## config.mk

```make
export PLATFORM = sky130hd
export DESIGN_NAME = switch_channel_diagnosis
export DESIGN_NICKNAME = d
export VERILOG_FILES = /design/src/design/diag_pkg.sv /design/src/design/switch_channel_diagnosis.sv
export SDC_FILE = /design/constraint.sdc
export NUM_CORES = 1
export LEC_CHECK = 0
export ABC_CLOCK_PERIOD_IN_PS = 4600
export BUFFER_PORTS_ARGS = -buffer_cell sky130_fd_sc_hd__clkbuf_2
export CORE_UTILIZATION = 53
export CTS_CLUSTER_DIAMETER = 30
export DETAILED_ROUTE_END_ITERATION = 7
export HOLD_SLACK_MARGIN = 0.03
export PLACE_DENSITY = 0.76
export SYNTH_ARGS = -nofsm -noshare
export SYNTH_HDL_FRONTEND = slang
export SYNTH_SLANG_ARGS = --single-unit
```

## constraint.sdc

```tcl
create_clock -name clk_i -period 4.6 [get_ports clk_i]
set_clock_uncertainty 0.15 [all_clocks]
set_input_delay 0.46 -clock clk_i [delete_from_list [all_inputs] [get_ports clk_i]]
set_output_delay 0.46 -clock clk_i [all_outputs]
set_load 0.01 [all_outputs]
```

## src/design/diag_pkg.sv

```systemverilog
/*
 * Shared constants of the channel diagnosis block: register offsets,
 * selector codes, summary bit positions and interval counts.
 * Assumes a 50 MHz system clock and eight output channels.
 */
package diag_pkg;
	localparam int NCH = 8;
	localparam int ADDR_W = 4;
	localparam int DATA_W = 32;
	localparam int CNT_W = 12;
	localparam int CLK_PERIOD_NS = 20;

	// register byte offsets
	localparam logic [3:0] OFS_FAULT = 4'h0;
	localparam logic [3:0] OFS_STATUS = 4'h4;
	localparam logic [3:0] OFS_SENSE = 4'h8;
	localparam logic [3:0] OFS_SELECT = 4'hC;
	localparam logic [3:0] OFS_RESULT = 4'h1;
	localparam logic [3:0] OFS_STDDIAG = 4'h2;

	// on_check_selector codes
	localparam logic [3:0] SEL_IDLE = 4'hF;
	localparam logic [3:0] SEL_LOOP = 4'hA;
	localparam logic [3:0] SEL_FIRST = 4'h2;
	localparam logic [3:0] SEL_LAST = 4'h7;
	localparam logic [3:0] FIRST_LOOP_CH = 4'h2;
	localparam logic [3:0] NO_CHAN = 4'h8;

	// standard diagnosis word bit positions
	localparam int STD_OPEN_LOAD_OFF_SUMMARY_BIT = 0;
	localparam int STD_OPEN_LOAD_ON_SUMMARY_BIT = 1;

	// intervals in ns, as specified
	localparam int ON_SETTLE_TIME_NS = 40000;
	localparam int PRE_MUX_WAIT_TIME_NS = 58000;
	localparam int MUX_STEP_TIME_NS = 20000;
	localparam int SYNC_TIME_NS = 1000;

	// interval counts in clock cycles; the pre-mux wait is a least time
	localparam int SETTLE_CYC_I = ON_SETTLE_TIME_NS / CLK_PERIOD_NS;
	localparam int WAIT_CYC_I = (PRE_MUX_WAIT_TIME_NS + CLK_PERIOD_NS - 1) / CLK_PERIOD_NS;
	localparam int STEP_CYC_I = MUX_STEP_TIME_NS / CLK_PERIOD_NS;
	localparam int SYNC_CYC_I = SYNC_TIME_NS / CLK_PERIOD_NS;
	localparam logic [CNT_W-1:0] SETTLE_CYC = CNT_W'(SETTLE_CYC_I > 0 ? SETTLE_CYC_I : 1);
	localparam logic [CNT_W-1:0] WAIT_CYC = CNT_W'(WAIT_CYC_I > 0 ? WAIT_CYC_I : 1);
	localparam logic [CNT_W-1:0] STEP_CYC = CNT_W'(STEP_CYC_I > 0 ? STEP_CYC_I : 1);
	localparam logic [CNT_W-1:0] SYNC_CYC = CNT_W'(SYNC_CYC_I > 0 ? SYNC_CYC_I : 1);

	typedef enum logic [2:0] {
		ST_IDLE,
		ST_SINGLE,
		ST_DIRECT,
		ST_PWM_ARM,
		ST_PWM_RUN
	} diag_state_t;
endpackage

```

## src/design/switch_channel_diagnosis.sv

```systemverilog
/*
 * Per-channel diagnosis of an eight channel power switch: fault latching,
 * output status sampling, sense current enables and open-load-at-ON checks
 * (single channel or autonomous loop), behind a plain register port.
 * Assumes analog comparator and fault inputs are asynchronous, while channel
 * role and PWM mapping inputs come from logic on the same clock.
 */
// Function
// fault sets flag, latches off until cleared
// diagnosis kept strictly per channel
// status bits sampled live on each read
// one sense current enable per channel
// open load never latches channel off
// host waits settling after sense/state change
// host reads status while channels off
// off summary ORs off, sensed status bits
// on-check only high-side, low current high voltage
// reset leaves selector idle, checks inactive
// single channel checked, valid after settling
// single mode: others zero, refresh on read
// host keeps channel on before selecting
// single mode mirrors result into summary
// loop code starts autonomous check loop
// host-driven channels first, then PWM ones
// direct: start channel two, settle/step plus sync
// direct channel off gives zero result
// PWM: generator zero first, triggered by on
// PWM channel off: wait next on phase
// short PWM on phase gives zero result
// loop end restores idle, keeps results
// loop code: summary ORs all results
// idle code: summary holds last loop
// reserved codes give zero summary
// wait pre-mux time after PWM switch-on
// on-check settling at most forty microseconds
// mux step at most twenty microseconds
// intervals counted in clock cycles
`timescale 1ns/10ps
module switch_channel_diagnosis (
	input wire logic clk_i,
	input wire logic srst_i,
	input wire logic [diag_pkg::ADDR_W-1:0] addr_i,
	input wire logic [diag_pkg::DATA_W-1:0] wdata_i,
	input wire logic wr_i,
	input wire logic rd_i,
	input wire logic [diag_pkg::NCH-1:0] over_load_i,
	input wire logic [diag_pkg::NCH-1:0] over_temp_i,
	input wire logic [diag_pkg::NCH-1:0] status_cmp_i,
	input wire logic [diag_pkg::NCH-1:0] load_cur_low_i,
	input wire logic [diag_pkg::NCH-1:0] out_high_i,
	input wire logic [diag_pkg::NCH-1:0] chan_on_i,
	input wire logic [diag_pkg::NCH-1:0] high_side_i,
	input wire logic [diag_pkg::NCH-1:0] pwm_gen0_i,
	input wire logic [diag_pkg::NCH-1:0] pwm_gen1_i,
	output logic [diag_pkg::DATA_W-1:0] rdata_o,
	output logic [diag_pkg::NCH-1:0] channel_off_o,
	output logic [diag_pkg::NCH-1:0] sense_current_enable_o,
	output logic [3:0] on_check_selector_o
);
	typedef struct packed {
		logic [7:0] ovl_s1;
		logic [7:0] ovl_s2;
		logic [7:0] otp_s1;
		logic [7:0] otp_s2;
		logic [7:0] cmp_s1;
		logic [7:0] cmp_s2;
		logic [7:0] low_s1;
		logic [7:0] low_s2;
		logic [7:0] high_s1;
		logic [7:0] high_s2;
		logic [7:0] on_s1;
		logic [7:0] on_s2;
		logic [7:0] fault;
		logic [7:0] latch_off;
		logic [7:0] osm;
		logic [7:0] sense;
		logic [7:0] open_load_on_summary;
		logic [3:0] sel;
		logic open_load_on_summary_last;
		logic valid;
		logic first;
		logic grp;
		logic [3:0] ch;
		logic [diag_pkg::CNT_W-1:0] cnt;
		diag_pkg::diag_state_t st;
		logic [diag_pkg::DATA_W-1:0] rdata;
	} state_t;

	state_t s_q;
	state_t s_d;

	// lowest set channel of mask at or above from, NO_CHAN when none
	function automatic logic [3:0] next_chan(input logic [7:0] m, input logic [3:0] from);
		logic [3:0] r;
		r = diag_pkg::NO_CHAN;
		for (int i = 7; i >= 0; i--) begin
			if (m[i] && (4'(i) >= from)) begin
				r = 4'(i);
			end
		end
		return r;
	endfunction

	logic [7:0] det;
	logic [7:0] direct_mask;
	logic [7:0] gen0_mask;
	logic [7:0] gen1_mask;
	logic [7:0] clr_req;
	logic [7:0] sel_bit;
	logic [diag_pkg::CNT_W-1:0] tgt;
	logic single_code;
	logic rd_std;
	logic rd_res;

	// channel masks; only high-side capable channels take part
	assign det = s_q.low_s2 & s_q.high_s2;
	assign direct_mask = high_side_i & ~(pwm_gen0_i | pwm_gen1_i);
	assign gen0_mask = high_side_i & pwm_gen0_i;
	assign gen1_mask = high_side_i & pwm_gen1_i & ~pwm_gen0_i;
	assign clr_req = (wr_i && addr_i == diag_pkg::OFS_FAULT) ? wdata_i[7:0] : 8'h00;
	assign single_code = (s_q.sel >= diag_pkg::SEL_FIRST) && (s_q.sel <= diag_pkg::SEL_LAST);
	assign sel_bit = 8'h01 << s_q.sel[2:0];
	assign rd_std = rd_i && addr_i == diag_pkg::OFS_STDDIAG;
	assign rd_res = rd_i && addr_i == diag_pkg::OFS_RESULT;

	// interval for the current check step
	always_comb begin
		tgt = diag_pkg::STEP_CYC;
		case (s_q.st)
			// first direct channel pays the settling, later ones the step, each plus the sync time
			diag_pkg::ST_DIRECT: begin
				tgt = s_q.first ? 12'(diag_pkg::SETTLE_CYC + diag_pkg::SYNC_CYC)
					: 12'(diag_pkg::STEP_CYC + diag_pkg::SYNC_CYC);
			end
			// pre-mux wait for the loop's first PWM channel and after a PWM channel was seen off
			diag_pkg::ST_PWM_RUN: begin
				tgt = s_q.first ? 12'(diag_pkg::WAIT_CYC + diag_pkg::STEP_CYC)
					: diag_pkg::STEP_CYC;
			end
			default: tgt = diag_pkg::SETTLE_CYC;
		endcase
	end

	// next state of the whole block
	always_comb begin
		logic [3:0] nx;
		logic [7:0] open_load_on_summary_v;
		logic open_load_off_summary_v;
		logic open_load_on_summary_sum;
		nx = diag_pkg::NO_CHAN;
		open_load_on_summary_v = 8'h00;
		open_load_off_summary_v = 1'b0;
		open_load_on_summary_sum = 1'b0;
		s_d = s_q;
		// two-stage synchronisers for pin-level inputs
		s_d.ovl_s1 = over_load_i;
		s_d.ovl_s2 = s_q.ovl_s1;
		s_d.otp_s1 = over_temp_i;
		s_d.otp_s2 = s_q.otp_s1;
		s_d.cmp_s1 = status_cmp_i;
		s_d.cmp_s2 = s_q.cmp_s1;
		s_d.low_s1 = load_cur_low_i;
		s_d.low_s2 = s_q.low_s1;
		s_d.high_s1 = out_high_i;
		s_d.high_s2 = s_q.high_s1;
		s_d.on_s1 = chan_on_i;
		s_d.on_s2 = s_q.on_s1;
		s_d.rdata = '0;

		// bitwise per channel: no channel touches another; set beats clear
		s_d.fault = (s_q.fault & ~clr_req) | s_q.ovl_s2 | s_q.otp_s2;
		s_d.latch_off = (s_q.latch_off & ~clr_req) | s_q.ovl_s2 | s_q.otp_s2;

		// single channel mode: wait settling, refresh on result or summary read
		if (s_q.st == diag_pkg::ST_SINGLE) begin
			if (s_q.cnt >= tgt) begin
				s_d.valid = 1'b1;
			end else begin
				s_d.cnt = s_q.cnt + 1'b1;
			end
			if (s_q.valid && (rd_res || rd_std)) begin
				// a low-side channel has no on-check, so its bit stays zero
				s_d.open_load_on_summary = det & sel_bit & high_side_i;
			end else begin
				s_d.open_load_on_summary = s_q.open_load_on_summary & sel_bit;
			end
		end

		// loop over host-driven channels
		if (s_q.st == diag_pkg::ST_DIRECT) begin
			s_d.cnt = s_q.cnt + 1'b1;
			if (s_q.cnt >= tgt) begin
				s_d.open_load_on_summary[s_q.ch[2:0]] = s_q.on_s2[s_q.ch[2:0]] & det[s_q.ch[2:0]];
				s_d.first = 1'b0;
				s_d.cnt = '0;
				nx = next_chan(direct_mask, s_q.ch + 4'h1);
				if (!nx[3]) begin
					s_d.ch = nx;
				end else begin
					s_d.st = diag_pkg::ST_PWM_ARM;
					s_d.grp = 1'b0;
					s_d.first = 1'b1;
					s_d.ch = next_chan(gen0_mask, 4'h0);
				end
			end
		end

		// PWM channels: wait for on phase, then time the check
		if (s_q.st == diag_pkg::ST_PWM_ARM) begin
			s_d.cnt = '0;
			if (s_q.ch[3]) begin
				if (!s_q.grp) begin
					s_d.grp = 1'b1;
					s_d.ch = next_chan(gen1_mask, 4'h0);
				end else begin
					s_d.st = diag_pkg::ST_IDLE;
					s_d.sel = diag_pkg::SEL_IDLE;
					s_d.open_load_on_summary_last = |s_q.open_load_on_summary;
				end
			end else if (s_q.on_s2[s_q.ch[2:0]]) begin
				s_d.st = diag_pkg::ST_PWM_RUN;
			end else begin
				s_d.first = 1'b1;
			end
		end
		if (s_q.st == diag_pkg::ST_PWM_RUN) begin
			s_d.cnt = s_q.cnt + 1'b1;
			if (!s_q.on_s2[s_q.ch[2:0]] || s_q.cnt >= tgt) begin
				// an on phase that ends early yields zero
				s_d.open_load_on_summary[s_q.ch[2:0]] = s_q.on_s2[s_q.ch[2:0]] & det[s_q.ch[2:0]];
				s_d.st = diag_pkg::ST_PWM_ARM;
				s_d.first = 1'b0;
				s_d.ch = next_chan(s_q.grp ? gen1_mask : gen0_mask, s_q.ch + 4'h1);
			end
		end

		// summaries as seen at this read
		open_load_off_summary_v = |(s_q.cmp_s2 & ~s_q.on_s2 & s_q.sense);
		if (single_code) begin
			open_load_on_summary_v = (s_q.st == diag_pkg::ST_SINGLE && s_q.valid)
				? (det & sel_bit & high_side_i) : 8'h00;
			open_load_on_summary_sum = |open_load_on_summary_v;
		end else if (s_q.sel == diag_pkg::SEL_LOOP) begin
			open_load_on_summary_sum = |s_q.open_load_on_summary;
		end else if (s_q.sel == diag_pkg::SEL_IDLE) begin
			open_load_on_summary_sum = s_q.open_load_on_summary_last;
		end else begin
			open_load_on_summary_sum = 1'b0;
		end

		// register reads; data stand in the next cycle only
		if (rd_i) begin
			case (addr_i)
				diag_pkg::OFS_FAULT: s_d.rdata[7:0] = s_q.fault;
				diag_pkg::OFS_STATUS: begin
					s_d.rdata[7:0] = s_q.cmp_s2;
					s_d.osm = s_q.cmp_s2;
				end
				diag_pkg::OFS_SENSE: s_d.rdata[7:0] = s_q.sense;
				diag_pkg::OFS_SELECT: s_d.rdata[3:0] = s_q.sel;
				diag_pkg::OFS_RESULT: s_d.rdata[7:0] = single_code ? open_load_on_summary_v : s_q.open_load_on_summary;
				diag_pkg::OFS_STDDIAG: begin
					s_d.rdata[diag_pkg::STD_OPEN_LOAD_OFF_SUMMARY_BIT] = open_load_off_summary_v;
					s_d.rdata[diag_pkg::STD_OPEN_LOAD_ON_SUMMARY_BIT] = open_load_on_summary_sum;
				end
				default: s_d.rdata = '0;
			endcase
		end

		// register writes; a selector write restarts the check logic
		if (wr_i) begin
			case (addr_i)
				diag_pkg::OFS_SENSE: s_d.sense = wdata_i[7:0];
				diag_pkg::OFS_SELECT: begin
					s_d.sel = wdata_i[3:0];
					s_d.cnt = '0;
					s_d.valid = 1'b0;
					s_d.first = 1'b1;
					s_d.st = diag_pkg::ST_IDLE;
					if (wdata_i[3:0] >= diag_pkg::SEL_FIRST && wdata_i[3:0] <= diag_pkg::SEL_LAST) begin
						s_d.st = diag_pkg::ST_SINGLE;
						s_d.open_load_on_summary = '0;
					end else if (wdata_i[3:0] == diag_pkg::SEL_LOOP) begin
						s_d.open_load_on_summary = '0;
						s_d.grp = 1'b0;
						nx = next_chan(direct_mask, diag_pkg::FIRST_LOOP_CH);
						if (!nx[3]) begin
							s_d.st = diag_pkg::ST_DIRECT;
							s_d.ch = nx;
						end else begin
							s_d.st = diag_pkg::ST_PWM_ARM;
							s_d.ch = next_chan(gen0_mask, 4'h0);
						end
					end
				end
				default: begin
				end
			endcase
		end
	end

	// state register; reset leaves checks inactive
	always_ff @(posedge clk_i) begin
		if (srst_i) begin
			s_q <= '0;
			s_q.sel <= diag_pkg::SEL_IDLE;
			s_q.st <= diag_pkg::ST_IDLE;
			s_q.ch <= diag_pkg::NO_CHAN;
		end else begin
			s_q <= s_d;
		end
	end

	assign rdata_o = s_q.rdata;
	assign channel_off_o = s_q.latch_off;
	assign sense_current_enable_o = s_q.sense;
	assign on_check_selector_o = s_q.sel;
endmodule

```

* After elaboration in Yosys (flattened, before gate mapping)
Index checks and enable logic that the tools add are counted.
** Word-level totals
- Register bits after elaboration :: 187
- Input bits :: 112
- Output and inout bits :: 52
- Logic and storage cells :: 221
** Cells by class
- Add/subtract/negate cells :: 2
- $lt $le $gt $ge :: 15
- Equal/unequal tests :: 12
- Shift-type cells :: 1
- Mux-type cells :: 108
- Bitwise operators :: 23
- Reduce and logical (&&, ||, !) cells :: 34
** Operators with widths (count)
- two-way mux 4 bit :: 47
- AND 8 bit :: 12
- two-way mux 8 bit :: 12
- two-way mux 12 bit :: 6
- two-way mux 21 bit :: 3
- two-way mux 22 bit :: 2
- bitwise OR 8 bit :: 5
- two-way mux 5 bit :: 7
- NOT 8 bit :: 4
- logical AND 1 bit :: 24
- case mux 12 bit (2 select lines) :: 1
- OR reduction 8 bit :: 3
- equality test 4 bit (second input constant) :: 5
- two-way mux 19 bit :: 1
- bitwise mux 8 bit :: 2
- greater-or-equal comparator 3 x 4 -> 1 bit (first input constant) :: 4
- case mux 4 bit (4 select lines) :: 1
- two-way mux 3 bit :: 5
- two-way mux 1 bit :: 13
- adder 12 x 1 -> 12 bit (second input constant) :: 1
- greater-or-equal comparator 12 bit :: 1
- case mux 2 bit (6 select lines) :: 1
- case mux 2 bit (5 select lines) :: 1
- greater-or-equal comparator 1 x 4 -> 1 bit (first input constant) :: 2
- other kinds (24) :: 32

* Logic depth before layout (Yosys ltp)
- Depth after elaboration :: 26
- Depth in mapped cells :: 17
- Depth with buffers taken out :: 16

* Least setup slack after synthesis
No wires, ideal clock.
- Path kind :: register to register
- Start :: register s_q[33] (netlist name)
- End :: register s_q[50] (netlist name)
- Setup time :: 0.059 ns
- Arrival time :: 3.078 ns
- Data required time :: 4.391 ns
- Slack :: 1.312 ns
- Stages on the path, launching flop included :: 14
- Path buffers :: 2
- Clock period less this slack :: 3.288 ns
- Path through :: dfxtp_1 clkbuf_1 nor2_1 inv_1 clkbuf_1 o21ai_0 ha_1 o211ai_1 nor2_1 o211ai_2 a21o_1 or3_4 o41ai_2 a41o_1
** On the way
- Longest elaborated chain between the ends :: 14
- Elaborated cells on any way between the ends :: 17
- Those cells by class :: order compare (1); eq/ne (3); mux (12); reduce/logical (1)
** RTL lines
- start: declaration :: line switch_channel_diagnosis.sv:89 : state_t s_q;
- equality test 3 bit / equality test 3 x 2 -> 1 bit (equally long branches) :: line switch_channel_diagnosis.sv:129, switch_channel_diagnosis.sv:226, switch_channel_diagnosis.sv:190
- case mux 12 bit (2 select lines) :: line switch_channel_diagnosis.sv:129 : case (s_q.st)
- greater-or-equal comparator 12 bit :: line switch_channel_diagnosis.sv:192, switch_channel_diagnosis.sv:228
- two-way mux 21 bit :: line switch_channel_diagnosis.sv:192 : if (s_q.cnt >= tgt) begin
- two-way mux 21 bit :: line switch_channel_diagnosis.sv:190 : if (s_q.st == diag_pkg::ST_DIRECT) begin
- two-way mux 5 bit :: line switch_channel_diagnosis.sv:212 : if (!s_q.grp) begin
- two-way mux 5 bit :: line switch_channel_diagnosis.sv:211 : if (s_q.ch[3]) begin
- two-way mux 21 bit :: line switch_channel_diagnosis.sv:209 : if (s_q.st == diag_pkg::ST_PWM_ARM) begin
- two-way mux 4 bit :: line switch_channel_diagnosis.sv:228 : if (!s_q.on_s2[s_q.ch[2:0]] || s_q.cnt >= tgt) begin
- two-way mux 19 bit * :: line switch_channel_diagnosis.sv:226 : if (s_q.st == diag_pkg::ST_PWM_RUN) begin
- two-way mux 5 bit :: line switch_channel_diagnosis.sv:283 : end else if (wdata_i[3:0] == diag_pkg::SEL_LOOP) begin
- two-way mux 5 bit :: line switch_channel_diagnosis.sv:280 : if (wdata_i[3:0] >= diag_pkg::SEL_FIRST && wdata_i[3:0] <= diag_pkg::SEL_LAST) begin
- two-way mux 22 bit :: line switch_channel_diagnosis.sv:272 : case (addr_i)
- two-way mux 22 bit * :: line switch_channel_diagnosis.sv:271 : if (wr_i) begin
Mark *: on every way between the ends. The rest lies on a longest branch, timed or not.
A chain may end at the register's enable or synchronous reset.

* Worst setup path in the final report
- Start :: register s_q[34] (netlist name)
- End :: register s_q[50] (netlist name)
The elaborated chain is that of the path after synthesis.

==> impl_metrics.py <==
metrics = {
    "outcome": {
        "status": "finished clean",
    },
    "grt": {
        "grt_pass1_wl_mm": 31.0,
        "grt_max_degree": 99,
        "grt_pass1_vias": 6053,
        "grtUsageTotal_pct": 24.6,
        "overflow": 0,
        "antenna_found_initial": 0,
    },
    "job": {
        "cap_violations": 0,
    },
    "power": {
        "vdd_ir_drop_max_mv": 0.282,
        "p_leak_uw": 0.00386,
        "cell_internal_pwr_uw": 2330,
        "power_frac_comb_pct": 7.5,
        "power_frac_clock_pct": 44.3,
        "p_switching_uw": 758,
        "seq_power_share_pct": 48.2,
        "p_sw_share_pct": 24.6,
        "pwr_density_cell_mw_per_mm2": 337,
    },
    "detailed_routing": {
        "highest_layer": "met4",
        "wl_met2_mm": 8.39,
        "drt_iter0_markers": 650,
        "met1_length_mm": 8.96,
        "antenna_left": 0,
        "vias": 6877,
        "viasPerCell": 5.66,
        "drc": 0,
        "dr_wl_met3_mm": 1.38,
        "first_pass_iters": 7,
        "wl_mm": 19.1,
        "wl_per_cell_um": 15.7,
    },
    "yosys": {
        "yosys_warnings": 0,
        "synth.distinct_cells": 85,
        "synth_edf_count": 0,
        "ys_seq_elements": 163,
        "seq_area_frac_synth_pct": 39.7,
        "synth.avg_cell_area_sq_um": 8.67,
        "synthArstFlopShare_pct": 0,
        "syn_inst": 948,
        "synth-main-ff-cell": "dfxtp_1",
        "synthesis.area_sq_mm": 0.00822,
    },
    "floorplan": {
        "num_rows": 45,
        "core_area_sq_mm": 0.0151,
        "floorplan.initialDensity_pct": 54.3,
        "io_pins": 164,
        "die-area_sq_mm": 0.0160,
        "die_x_um": 127,
        "die_y_um": 127,
    },
    "placement": {
        "port-buffer-count": 115,
        "dp_hpwl_mm": 14.0,
        "place_congestion": 0.958,
        "place_area_sq_mm": 0.00857,
        "dp_slack_ns": 0.831,
        "placedCellCount": 1182,
    },
    "timing": {
        "relSlewSlack_pct": 39.0,
        "tns_ns": 0,
        "fmax_mhz": 264,
        "finalCritPeriodShare_pct": 82.4,
        "fin_ws_ns": 0.810,
        "setup_viol": 0,
        "period_minus_slack_ns": 3.79,
        "hold_violations": 0,
        "worst_pin_slew_ns": 0.916,
        "rsz0062_at_grt": "false",
        "finalMaxSlewViolations": 0,
    },
    "cts": {
        "postCtsSetupBuffers": 0,
        "cts_made_buffers": 17,
        "cts-hold-fix-buffers": 0,
        "clkSlewWorstSetupHoldPaths_ns": 0.07,
        "cts_htree_levels": 4,
        "clockBufferDepth": 2,
        "cts_resized": 0,
        "clock_latency_ns": 0.43,
        "cts.sinks": 163,
        "cts_tree": "done",
        "cts-root-buf": "clkbuf_16",
    },
    "final_layout": {
        "nNetsFinal": 1142,
        "drive_above_1_share_pct": 17.1,
        "instances_no_fill": 1214,
        "final_cell_area_sq_mm": 0.00915,
        "area_growth_pct": 11.3,
        "diodes": 0,
    },
    "worst_setup_path": {
        "worstPathArrival_ns": 4.01,
        "critPathMaxFanout": 12,
        "startpoint_type": "flip-flop",
        "worstSetupPathType": "reg2reg",
        "cp.required_ns": 4.82,
        "endpoint_kind": "flip-flop",
    },
    "hold_path": {
        "min_path_type": "in2reg",
    },
}
==> cell type report <==
cell class / count / area (sq um)
clock inverters: 13 / 144
well taps: 188 / 235
flip-flops and latches: 163 / 3260
clock buffers: 19 / 433
inverters: 24 / 90.1
multi-input cells: 689 / 4390
fillers: 1331 / 5990
repair buffers: 118 / 601
==> routing by layer <==
| metal | track usage (%) | vias to the layer above |
|---|---|---|
| met5 | 0 | - |
| met3 | 5.10 | 29 |
| met1 | 34.5 | 3145 |
| met2 | 37.1 | 288 |
| met4 | 9.78 | 0 |
| li1 | - | 3415 |
==> cells in the mapped netlist, drive strengths merged, types with 3 or more instances <==
master	instances	area [sq um]
a211oi	11	82.6
a21boi	3	22.5
a21oi	56	292
a22o	4	35.0
a22oi	8	60.1
a311oi	9	78.8
a31o	3	35.0
a31oi	11	83.8
a32oi	3	26.3
a41o	4	51.3
a41oi	3	33.8
and2	5	31.3
and3	14	87.6
and3b	6	52.6
buf	62	445
clkbuf	33	124
dfxtp	163	3260
ha	17	213
inv	24	90.1
mux2	6	67.6
mux2i	17	170
mux4	6	139
nand2	80	303
nand2b	11	68.8
nand3	31	155
nand3b	12	103
nand4	11	68.8
nor2	78	293
nor2b	107	669
nor3	24	120
nor3b	11	92.6
nor4	8	56.3
o2111ai	4	35.0
o211a	4	40.0
o211ai	4	35.0
o21ai	42	210
o21bai	7	52.6
o22ai	4	25.0
o31ai	6	45.0
or3	4	30.0
==> registers in the layout, indices dropped and copies added, names as in the netlist <==
| register | count |
|---|---|
| sense_current_enable_o | 8 |
| on_check_selector_o | 4 |
| s_q | 87 |
| rdata_o | 8 |
| s_d | 48 |
| channel_off_o | 8 |
==> cell families after synthesis <==
| group | synth area share [%] |
|---|---|
| xor+xnor | 0.441 |
| buf+inv | 8.02 |
| simple gates | 26.8 |
| flops | 39.7 |
| compound gates | 17.7 |
| mux | 4.58 |
| fa+ha+maj | 2.71 |
| other cells | 0.0456 |
==> power groups by stage <==
stage	registers (uW)	logic [uW]	clock network [uW]
finish	1490	233	1370
floorplan	1510	170	0
global route	1490	259	1440
detailed placement	1520	229	0
global placement	1520	227	0
CTS	1490	231	1380
==> worst max-delay path, stage by stage, from the launching register on <==
cell and delay (ns):
dfxtp_1 0.52, nand2_1 0.13, nor2_1 0.20, inv_1 0.24, nand2_1 0.16, nand2_1 0.07
ha_1 0.35, o211ai_1 0.10, nor2_1 0.25, o211ai_2 0.31, a21o_1 0.39, or3_4 0.46
o41ai_2 0.20, a41o_1 0.20
==> stage by stage <==
step                total power (uW)  utilization, %  hold WS (ns)
global placement                1740            56.6         0.265
detailed placement              1750            56.6         0.271
CTS                             3100            60.4        0.0760
finish                          3090            60.4        0.0837
floorplan                       1680               -         0.264
global route                    3190            60.4        0.0849
==> cells in the final DEF (no fill, tap or decap), drive strengths merged, types with 5 or more instances in the layout <==
cell    netlist  final
nor2         78     78
nand2b       11     11
dfxtp       163    163
and3b         6      6
clkbuf       33    133
conb          1     24
a21oi        56     56
nand3        31     31
o31ai         6      6
clkinv        0      6
mux4          6      6
mux2          6      6
o21bai        7      7
ha           17     17
mux2i        17     17
nor4          8      8
nand3b       12     12
nor2b       107    107
inv          24     30
a22oi         8      8
nand4        11     11
a31oi        11     11
a311oi        9      9
a211oi       11     11
and2          5      5
and3         14     14
nor3         24     24
nor3b        11     11
nand2        80     80
o21ai        42     42
==> worst paths after layout <==
check	from	end	slack (ns)	depth (start not counted)
setup / recovery	s_q[34]$_SDFF_PP0_	s_q[50]$_SDFF_PP1_	0.81	13
hold / removal	out_high_i[5]	s_d[120]$_SDFF_PP0_	0.08	2
setup reg to reg	s_q[34]$_SDFF_PP0_	s_q[50]$_SDFF_PP1_	0.81	13
hold reg to reg	s_d[105]$_SDFF_PP0_	s_q[105]$_SDFF_PP0_	0.29	1
(Power assumes the default switching activity.)
